**config.mk**
```make
export PLATFORM = sky130hd
export DESIGN_NAME = rail_config_registers
export DESIGN_NICKNAME = d
export VERILOG_FILES = /design/src/rail_cfg_pkg.sv /design/src/linear11_decode.sv /design/src/rail_config_registers.sv
export SDC_FILE = /design/constraint.sdc
export NUM_CORES = 1
export LEC_CHECK = 0
export BUFFER_PORTS_ARGS = -buffer_cell sky130_fd_sc_hd__buf_4
export CAP_MARGIN = 20
export CORE_UTILIZATION = 45
export DETAILED_ROUTE_END_ITERATION = 16
export GPL_ROUTABILITY_DRIVEN = 0
export PLACE_DENSITY = 0.69
export SLEW_MARGIN = 20
export SYNTH_ARGS = -nofsm -noshare
export SYNTH_HDL_FRONTEND = slang
export SYNTH_HIERARCHICAL = 1
export SYNTH_SLANG_ARGS = --single-unit
```
**constraint.sdc**
```tcl
create_clock -name sys_clk -period 17.8 [get_ports sys_clk]
set_clock_uncertainty 0.05 [all_clocks]
set_input_delay 0 -clock sys_clk [delete_from_list [all_inputs] [get_ports sys_clk]]
set_output_delay 0 -clock sys_clk [all_outputs]
set_load 0.01 [all_outputs]
```
**src/rail_cfg_pkg.sv**
```systemverilog
package rail_cfg_pkg;

  // Command codes
  localparam logic [7:0] CMD_RAIL_SHARE = 8'hd3;
  localparam logic [7:0] CMD_OK_DELAY   = 8'hd4;
  localparam logic [7:0] CMD_LOOP_TUNE  = 8'hd5;
  localparam logic [7:0] CMD_INDUCTOR   = 8'hd6;

  // Reset values
  localparam logic [15:0] OK_DELAY_RST  = 16'hba00;
  localparam logic [15:0] LOOP_TUNE_RST = 16'h2064;
  localparam logic [15:0] INDUCTOR_RST  = 16'haa66;
  localparam logic [2:0]  PHASE_ID_RST  = 3'h0;
  localparam logic [2:0]  PHASES_RST    = 3'h0;

  // Writable bit masks
  localparam logic [15:0] RAIL_SHARE_MASK = 16'hff07;
  localparam logic [15:0] LOOP_TUNE_MASK  = 16'h3fff;

  // Field positions
  localparam int PHASE_ID_LSB = 13;
  localparam int RAIL_ID_LSB  = 8;
  localparam int PHASES_LSB   = 0;
  localparam int GAIN_SEL_LSB = 12;
  localparam int THRESH_LSB   = 0;
  localparam int EXP_LSB      = 11;
  localparam int ADDR_BITS_KEPT = 5;

  // Fixed point of decoded values
  localparam int FRAC_BITS = 10;
  localparam int Q_W       = 18;
  localparam logic [Q_W-1:0] OK_DELAY_MAX_Q = 18'h1f400;
  localparam logic [Q_W-1:0] INDUCTOR_MAX_Q = 18'h19000;

  // Delay prescaler: one tick is 1/1024 ms
  localparam int CLK_PERIOD_PS = 5000;
  localparam int TICK_PS       = 976563;
  localparam int TICK_CYCLES   = (TICK_PS + CLK_PERIOD_PS - 1) / CLK_PERIOD_PS;
  localparam int TICK_W        = 8;
  localparam logic [TICK_W-1:0] TICK_LAST = TICK_W'(TICK_CYCLES - 1);

  // Phase offset in 1/256 of a switching cycle
  localparam int PHASE_W = 8;

  typedef struct packed {
    logic [2:0] phase_id;
    logic [4:0] rail_id;
    logic [4:0] unused;
    logic [2:0] phases_m1;
  } rail_fields_t;

  typedef struct packed {
    logic [1:0]  unused;
    logic [1:0]  gain_sel;
    logic [11:0] threshold;
  } loop_fields_t;

  typedef struct packed {
    logic           neg;
    logic           zero;
    logic           ovf;
    logic [Q_W-1:0] mag;
  } lin_dec_t;

  typedef enum logic [1:0] {OK_LOW, OK_WAIT, OK_HIGH} ok_state_t;

endpackage

```
**src/linear11_decode.sv**
```systemverilog
module linear11_decode
  import rail_cfg_pkg::*;
(
  input  wire logic [15:0] code,
  output lin_dec_t         dec
);

  logic signed [4:0]  exp_n;
  logic signed [10:0] mant_y;
  logic signed [6:0]  shift_s;
  logic [39:0]        wide;

  always_comb begin
    exp_n   = code[15:EXP_LSB];
    mant_y  = code[EXP_LSB-1:0];
    shift_s = 7'(exp_n) + 7'(FRAC_BITS);
    wide    = 40'h0;
    if (shift_s >= 0) begin
      wide = 40'(mant_y[9:0]) << shift_s;
    end else begin
      wide = 40'(mant_y[9:0]) >> (-shift_s);
    end
    dec.neg  = mant_y[10];
    dec.zero = (mant_y == 11'sh0);
    dec.ovf  = (wide[39:Q_W] != 22'h0);
    dec.mag  = wide[Q_W-1:0];
  end

endmodule

```
**src/rail_config_registers.sv**
```systemverilog
module rail_config_registers
  import rail_cfg_pkg::*;
(
  input  wire logic         sys_clk,
  input  wire logic         rst,
  input  wire logic         ce,
  input  wire logic [7:0]   cmd_code,
  input  wire logic         wr_en,
  input  wire logic [15:0]  wr_data,
  input  wire logic         rd_en,
  output logic [15:0]       rd_data,
  output logic              rd_valid,
  output logic              wr_refused,
  output logic              cmd_unmapped,
  input  wire logic [6:0]   strap_addr,
  input  wire logic         vout_above_on,
  input  wire logic [11:0]  vout_error,
  input  wire logic [15:0]  loop_gain_in,
  output logic [15:0]       adaptive_loop_gain,
  output logic              steady_state,
  output logic              output_ok_pin,
  output rail_fields_t      rail_info,
  output logic [PHASE_W-1:0] phase_offset,
  output logic [Q_W-1:0]    inductor_q
);

  function automatic logic [1:0] gain_shift(input logic [1:0] sel);
    case (sel)
      2'h0:    gain_shift = 2'h0;
      2'h1:    gain_shift = 2'h1;
      2'h2:    gain_shift = 2'h2;
      default: gain_shift = 2'h3;
    endcase
  endfunction

  // Pin synchronisers
  logic [6:0] addr_sync1, addr_sync2;
  logic       above_sync1, above_sync2;

  always_ff @(posedge sys_clk) begin
    if (ce) begin
      addr_sync1  <= strap_addr;
      addr_sync2  <= addr_sync1;
      above_sync1 <= vout_above_on;
      above_sync2 <= above_sync1;
    end
  end

  // Register file
  rail_fields_t   rail_reg, rail_next;
  logic [15:0]    ok_delay_reg, ok_delay_next;
  loop_fields_t   loop_reg, loop_next;
  logic [15:0]    inductor_reg, inductor_next;
  logic [15:0]    rd_data_reg, rd_data_next;
  logic           rd_valid_reg, rd_valid_next;
  logic           refused_reg, refused_next;
  logic           unmapped_reg, unmapped_next;
  logic           dly_bad, ind_bad, hit;

  // Linear-11 decoders
  lin_dec_t dec_wr, dec_dly, dec_ind;

  linear11_decode u_dec_wr  (.code(wr_data),      .dec(dec_wr));
  linear11_decode u_dec_dly (.code(ok_delay_reg), .dec(dec_dly));
  linear11_decode u_dec_ind (.code(inductor_reg), .dec(dec_ind));

  always_comb begin
    rail_next     = rail_reg;
    ok_delay_next = ok_delay_reg;
    loop_next     = loop_reg;
    inductor_next = inductor_reg;
    refused_next  = 1'b0;
    unmapped_next = 1'b0;
    rd_valid_next = 1'b0;
    rd_data_next  = rd_data_reg;
    dly_bad = dec_wr.neg || dec_wr.ovf || (dec_wr.mag > OK_DELAY_MAX_Q);
    ind_bad = dec_wr.neg || dec_wr.zero || dec_wr.ovf
              || (dec_wr.mag > INDUCTOR_MAX_Q);
    hit = (cmd_code == CMD_RAIL_SHARE) || (cmd_code == CMD_OK_DELAY)
          || (cmd_code == CMD_LOOP_TUNE) || (cmd_code == CMD_INDUCTOR);
    if (rst) begin
      rail_next.phase_id  = PHASE_ID_RST;
      rail_next.rail_id   = addr_sync2[ADDR_BITS_KEPT-1:0];
      rail_next.unused    = 5'h0;
      rail_next.phases_m1 = PHASES_RST;
      ok_delay_next = OK_DELAY_RST;
      loop_next     = LOOP_TUNE_RST;
      inductor_next = INDUCTOR_RST;
      rd_data_next  = 16'h0;
    end else begin
      if (wr_en) begin
        case (cmd_code)
          CMD_RAIL_SHARE: rail_next = wr_data & RAIL_SHARE_MASK;
          CMD_OK_DELAY: begin
            if (dly_bad) begin
              refused_next = 1'b1;
            end else begin
              ok_delay_next = wr_data;
            end
          end
          CMD_LOOP_TUNE: loop_next = wr_data & LOOP_TUNE_MASK;
          CMD_INDUCTOR: begin
            if (ind_bad) begin
              refused_next = 1'b1;
            end else begin
              inductor_next = wr_data;
            end
          end
          default: unmapped_next = 1'b1;
        endcase
      end
      if (rd_en) begin
        rd_valid_next = 1'b1;
        unmapped_next = unmapped_next || !hit;
        case (cmd_code)
          CMD_RAIL_SHARE: rd_data_next = rail_reg;
          CMD_OK_DELAY:   rd_data_next = ok_delay_reg;
          CMD_LOOP_TUNE:  rd_data_next = loop_reg;
          CMD_INDUCTOR:   rd_data_next = inductor_reg;
          default:        rd_data_next = 16'h0;
        endcase
      end
    end
  end

  always_ff @(posedge sys_clk) begin
    if (ce) begin
      rail_reg     <= rail_next;
      ok_delay_reg <= ok_delay_next;
      loop_reg     <= loop_next;
      inductor_reg <= inductor_next;
      rd_data_reg  <= rd_data_next;
      rd_valid_reg <= rd_valid_next;
      refused_reg  <= refused_next;
      unmapped_reg <= unmapped_next;
    end
  end

  // Rail role, phase spacing, loop gain, inductor
  logic [PHASE_W-1:0] phase_reg, phase_next;
  logic [15:0]        gain_reg, gain_next;
  logic               steady_reg, steady_next;
  logic [Q_W-1:0]     ind_q_reg, ind_q_next;
  logic               steady_now;
  logic [10:0]        phase_num;
  logic [3:0]         phase_cnt;

  always_comb begin
    phase_num  = {rail_reg.phase_id, 8'h0};
    phase_cnt  = {1'b0, rail_reg.phases_m1} + 4'h1;
    steady_now = (vout_error < loop_reg.threshold);
    if (rst) begin
      phase_next  = '0;
      gain_next   = 16'h0;
      steady_next = 1'b0;
      ind_q_next  = '0;
    end else begin
      phase_next  = PHASE_W'(phase_num / 11'(phase_cnt));
      steady_next = steady_now;
      gain_next   = steady_now
                    ? (loop_gain_in >> gain_shift(loop_reg.gain_sel))
                    : loop_gain_in;
      ind_q_next  = dec_ind.mag;
    end
  end

  always_ff @(posedge sys_clk) begin
    if (ce) begin
      phase_reg  <= phase_next;
      gain_reg   <= gain_next;
      steady_reg <= steady_next;
      ind_q_reg  <= ind_q_next;
    end
  end

  // Output-ok delay timer
  ok_state_t          ok_state, ok_state_next;
  logic [TICK_W-1:0]  tick_cnt, tick_next;
  logic [Q_W-1:0]     left_reg, left_next;
  logic               ok_pin_reg, ok_pin_next;

  always_comb begin
    ok_state_next = ok_state;
    tick_next     = tick_cnt;
    left_next     = left_reg;
    ok_pin_next   = ok_pin_reg;
    if (rst) begin
      ok_state_next = OK_LOW;
      tick_next     = '0;
      left_next     = '0;
      ok_pin_next   = 1'b0;
    end else begin
      case (ok_state)
        OK_LOW: begin
          tick_next = '0;
          if (above_sync2) begin
            left_next = dec_dly.mag;
            if (dec_dly.mag == '0) begin
              ok_state_next = OK_HIGH;
              ok_pin_next   = 1'b1;
            end else begin
              ok_state_next = OK_WAIT;
            end
          end
        end
        OK_WAIT: begin
          if (!above_sync2) begin
            ok_state_next = OK_LOW;
          end else if (tick_cnt == TICK_LAST) begin
            tick_next = '0;
            left_next = left_reg - 18'h1;
            if (left_reg == 18'h1) begin
              ok_state_next = OK_HIGH;
              ok_pin_next   = 1'b1;
            end
          end else begin
            tick_next = tick_cnt + 8'h1;
          end
        end
        OK_HIGH: begin
          if (!above_sync2) begin
            ok_state_next = OK_LOW;
            ok_pin_next   = 1'b0;
          end
        end
        default: begin
          ok_state_next = OK_LOW;
          ok_pin_next   = 1'b0;
        end
      endcase
    end
  end

  always_ff @(posedge sys_clk) begin
    if (ce) begin
      ok_state   <= ok_state_next;
      tick_cnt   <= tick_next;
      left_reg   <= left_next;
      ok_pin_reg <= ok_pin_next;
    end
  end

  assign rd_data            = rd_data_reg;
  assign rd_valid           = rd_valid_reg;
  assign wr_refused         = refused_reg;
  assign cmd_unmapped       = unmapped_reg;
  assign adaptive_loop_gain = gain_reg;
  assign steady_state       = steady_reg;
  assign output_ok_pin      = ok_pin_reg;
  assign rail_info          = rail_reg;
  assign phase_offset       = phase_reg;
  assign inductor_q         = ind_q_reg;

  // Checks
  a_rail_strap_reset: assert property (@(posedge sys_clk)
    rst && ce |=> rail_reg == {3'h0, $past(addr_sync2[4:0]), 8'h0})
    else $error("rail config reset value wrong");
  a_delay_reset_val: assert property (@(posedge sys_clk)
    rst && ce |=> ok_delay_reg == OK_DELAY_RST && loop_reg == LOOP_TUNE_RST)
    else $error("delay or loop reset value wrong");
  a_ind_reset_val: assert property (@(posedge sys_clk)
    rst && ce |=> inductor_reg == INDUCTOR_RST)
    else $error("inductor reset value wrong");
  a_delay_refuse_keep: assert property (@(posedge sys_clk) disable iff (rst)
    ce && wr_en && cmd_code == CMD_OK_DELAY && dly_bad
    |=> wr_refused && $stable(ok_delay_reg))
    else $error("bad delay not refused");
  a_ind_range_keep: assert property (@(posedge sys_clk) disable iff (rst)
    ce && wr_en && cmd_code == CMD_INDUCTOR && !ind_bad
    |=> inductor_reg == $past(wr_data) && !wr_refused)
    else $error("good inductor not stored");
  a_unused_bits_zero: assert property (@(posedge sys_clk) disable iff (rst)
    rail_reg.unused == 5'h0 && loop_reg.unused == 2'h0)
    else $error("unused bits not zero");
  a_gain_steady_div: assert property (@(posedge sys_clk) disable iff (rst)
    ce && steady_now ##1 ce |-> adaptive_loop_gain
      == ($past(loop_gain_in) >> gain_shift($past(loop_reg.gain_sel))))
    else $error("steady gain not divided");
  a_gain_full_out: assert property (@(posedge sys_clk) disable iff (rst)
    ce && !steady_now |=> adaptive_loop_gain == $past(loop_gain_in))
    else $error("gain divided outside steady state");
  a_ok_not_early: assert property (@(posedge sys_clk) disable iff (rst)
    ok_state == OK_LOW && above_sync2 && ce && dec_dly.mag != '0
    |=> !output_ok_pin [*2])
    else $error("output ok asserted before delay");
  a_ok_zero_delay: assert property (@(posedge sys_clk) disable iff (rst)
    ok_state == OK_LOW && above_sync2 && ce && dec_dly.mag == '0
    |=> output_ok_pin)
    else $error("zero delay not immediate");
  a_phase_half_turn: assert property (@(posedge sys_clk) disable iff (rst)
    ce && rail_reg.phases_m1 == 3'h1 && rail_reg.phase_id == 3'h1
    |=> phase_offset == 8'h80)
    else $error("two-phase offset not 180 degrees");

  c_delay_refused: cover property (@(posedge sys_clk) wr_refused);
  c_ok_asserted: cover property (@(posedge sys_clk)
    ok_state == OK_WAIT ##1 output_ok_pin);
  c_steady_gain: cover property (@(posedge sys_clk)
    steady_state && loop_reg.gain_sel == 2'h3);

endmodule

```
# [After elaboration in Yosys (flattened, before gate mapping)]
# Cells that the tools add are included.
[word_totals] ff_bits=167 word_cells=150 out_inout_bits=79
[op_classes] n_shift=7 n_lt_le_gt_ge=6 div_mod_pow=1 muxes=48 bitwise=1 n_eq_ne=20 reduce_logical=33 add_sub_neg=9
[ops] cell="$mux W16" n=12
[ops] cell="$mux W18" n=5
[ops] cell="$pmux W16 S4" n=1
[ops] cell="$eq A8 B8 Y1 const B" n=5
[ops] cell="$mux W40" n=1
[ops] cell="$shl A10 B7 Y40" n=1
[ops] cell="$shr A10 B7 Y40" n=1
[ops] cell="$gt A18 B17 Y1 const B" n=2
[ops] cell="$pmux W18 S2" n=1
[ops] cell="$shl A10 B7 Y18" n=2
[ops] cell="$shr A10 B7 Y18" n=2
[ops] cell="$reduce_bool A22 Y1" n=1
[ops] cell="$neg A6 Y7" n=3
[ops] cell="$add A5 B5 Y6 const B" n=3
[ops] cell="$eq A18 B1 Y1 const B" n=1
[ops] cell="$ge A6 B1 Y1 const B" n=3
[ops] cell="$logic_not A18 Y1" n=1
[ops] cell="$ne A3 B3 Y1 const B" n=6
[ops] cell="$sub A18 B1 Y18 const B" n=1
[ops] cell="$mux W8" n=2
[ops] cell="$pmux W8 S2" n=1
[ops] cell="$shr A16 B2 Y16" n=1
[ops] cell="$mux W2" n=7
[ops] cell="$mux W1" n=13
[ops] cell="other kinds (26)" n=49

# [Depth between registers and ports, before layout]
[depth] word_depth=10 depth_mapped=82 ltp_nobuf=79

# [Hierarchy]
# Netlist, hierarchy kept.
[by_module_without_submodules] module="rail_config_registers" seq_area_each_um2=4804.6 area_per_inst_um2=10248.6 cells_per_inst=956 n_inst=1
[by_module_without_submodules] module="linear11_decode" seq_area_each_um2=0.0 area_per_inst_um2=1435.1 cells_per_inst=207 n_inst=3

# [Worst setup path after synthesis]
# OpenSTA, ideal clock, no wires.
[synth_path] path_kind="reg2reg" start="reg rail_reg, in the netlist rail_info[0]" end="reg phase_reg[0] (netlist: phase_offset[0]), data pin" required_time_ns=17.475 period_less_slack_ns=16.180 setup_ns=0.275 t_arrival_ns=15.854 n_path_buf=3 stages_incl_launch_ff=79 setup_slack_ns=1.620 path_cell_list="edfxtp_1 -> ha_1 -> or2_2 -> o21ai_2 -> and2_1 -> a21oi_1 -> a21oi_1 -> ha_1 -> o21a_1 -> a22oi_1 -> o211ai_1 -> and2_1 -> ha_1 -> a21oi_1 -> a22o_1 -> nand2_1 -> o21ai_0 -> ha_1 -> [... 43 more ...] -> nand2b_1 -> or4_1 -> buf_2 -> mux2_4 -> ha_1 -> nor2b_1 -> a211oi_2 -> nand3_1 -> mux2i_1 -> o21ai_0 -> ha_1 -> a21o_1 -> a21o_1 -> a41o_1 -> a2111o_1 -> mux2i_1 -> a21o_1 -> a41oi_1"
[synth_between] elab_chain_len=2
[synth_lines] item="start: declaration" line="rail_config_registers.sv:50" source="rail_fields_t rail_reg, rail_next;"
[synth_lines] item="start signal: assignment" line="rail_config_registers.sv:128" source="rail_reg <= rail_next;"
[synth_lines] item="$add A3 B1 Y4" line="rail_config_registers.sv:150" source="phase_cnt = {1'b0, rail_reg.phases_m1} + 4'h1;"
[synth_lines] item="$div A11 B4 Y11" line="rail_config_registers.sv:158" source="phase_next = PHASE_W'(phase_num / 11'(phase_cnt));"
[synth_lines] item="end signal: assignment" line="rail_config_registers.sv:169" source="phase_reg <= phase_next;"
[synth_lines] item="end: declaration" line="rail_config_registers.sv:140" source="logic [PHASE_W-1:0] phase_reg, phase_next;"
# Every way passes these cells.
# A chain may end at the register's enable or synchronous reset.

# [Worst setup path after layout]
[layout_path] start="reg rail_reg, in the netlist rail_info[1]" end="reg phase_reg[0] (netlist: phase_offset[0]), data pin"
# The elaborated chain is that of the path after synthesis.

==> results.ini <==
[setup_path]
critical-path-max-stage-delay_ns=0.48
critPathSlowestCell=edfxtp_1
cp_common_cell=ha_1
crit_path_end_kind=register
required_ns=17.91
worst-path-max-fanout=10
path_delay_family=compound AO/OA/AOI/OAI gates
setup.worst_path.class=reg -> reg
worst_setup_path_start_kind=register
worstPathArrival_ns=16.85
path_buf_inv=6

[timing]
worstMarginPinSlew_ns=1.08
slew-limit-headroom=0.274
drv_slew=0
fin_crit_ns=16.74
fmax_mhz=59.7
setup_viol=0
finalCritPeriodShare=0.940
hold_viol=0

[global_routing]
grt_pass1_wl_um=61000
grt_max_degree=74
top_usage_layer=met2
use_met3=0.0293
antenna_found_initial=0
gr-usage-all-layers=0.244
grtUsageMet1=0.329
use_met2=0.414
grt_pass1_vias=11600
overflow=0

[route]
drtAntennaViolNets=0
dr.pass1.iters=7
wire_per_inst_um=19.2
via_count=12600
first_iter_violations=1400
viasPerCell=6.16
drc_errors=0
finalWirelength_um=39000

[final_layout]
diodes=0
areaGrowthSynthToFinish_pct=16.7
instances_no_fill=2037
nNetsFinal=1750
fin_util=0.535
layout-drive-gt1-share=0.200
final_area_mm2=0.0164

[yosys]
yosysWarnings=6
syn_area_mm2=0.0141
avgSynthCellArea_um2=9.35
syn_inst=1503

[status]
status=finished, final reports clean

[clocking]
cts.path.max_buffers=2
ctsHtreeMaxLevel=4
root_buffer=clkbuf_16
cts_made_buffers=17
cts_tree=yes
numClockSinks=160
clk_latency_ns=0.44
clkTransAtPathRegs_ns=0.07

[floorplan]
die_area_mm2=0.0319
std_cell_rows=64
die_w_um=179
start_util=0.458
die_h_um=179
core_region_area_mm2=0.0307
io_pins=144

[placement]
post-place-cells=1960
numPortBuffers=136
dp_hpwl_um=28600
place_area_mm2=0.0153

[hold_path]
hp-class=in -> reg

[job]
drv_cap=0

metrics by stage:
| stage | TNS, ns | setup slack, ns | hold WS (ns) |
|---|---|---|---|
| after floorplan | 0 | 1.62 | 0.0489 |
| after global placement | 0 | 0.766 | 0.131 |
| after detailed placement | 0 | 0.242 | 0.130 |
| after CTS | 0 | 0.105 | 0.000279 |
| after global routing | -0.118 | -0.118 | 0.00182 |
| final | 0 | 1.06 | 0.00134 |
repair_timing:
action | in CTS | in global routing
hold buffers | 36 | 0
hold endpoints to repair | 69 | 0
endpoints found under the setup margin | 0 | 1
gates resized for setup | 0 | 20
setup buffers | 0 | 8
final timing paths:
path,slack (ns),end,cells after the start,start
setup / recovery,1.06,phase_offset[0],77,rail_info[1]
hold reg to reg,0.37,addr_sync2[0],0,addr_sync1[0]
setup reg to reg,1.06,phase_offset[0],77,rail_info[1]
hold / removal,0.001,left_reg[0],2,rst
cell type report:
| type | count | area, um2 |
|---|---|---|
| Tap cell | 396 | 495 |
| Clock buffer | 17 | 425 |
| Timing Repair Buffer | 204 | 1630 |
| Clock inverter | 15 | 146 |
| Inverter | 51 | 195 |
| Sequential cell | 160 | 4800 |
| Fill cell | 2780 | 14300 |
| Multi-Input combinational cell | 1194 | 8710 |
cells in the final DEF (no fill, tap or decap), types with 8 or more instances in the layout:
cell type      count
dlygate4sd3_1     36
nand2b_1          28
xor2_1            25
o22ai_1           35
o22a_1             9
a21o_1            32
o21ai_0           47
or3_1             15
a222oi_1          16
o211ai_1          15
nor4_1            15
nand2_1           97
o21a_1            11
edfxtp_1         160
nor3_1            37
mux4_2            31
a211o_1            8
nand3_1           24
inv_1             43
clkbuf_16         17
or2_2             21
nor3b_1            8
a211oi_1          21
xnor2_1           31
buf_4            167
nor2_1           154
ha_1              56
nor2b_1           57
mux2_2            23
and2_1            23
mux2i_1           90
a21oi_1           80
and3_1             9
a31oi_1           31
per-layer routing:
metal	up-vias	share of wire
li1	5949	-
met1	6097	0.43
met2	454	0.49
met3	50	0.062
met4	0	0.018
met5	-	0
Power is not shown: default switching activity piles up to over one toggle a cycle in this logic, so the estimate is an artifact.
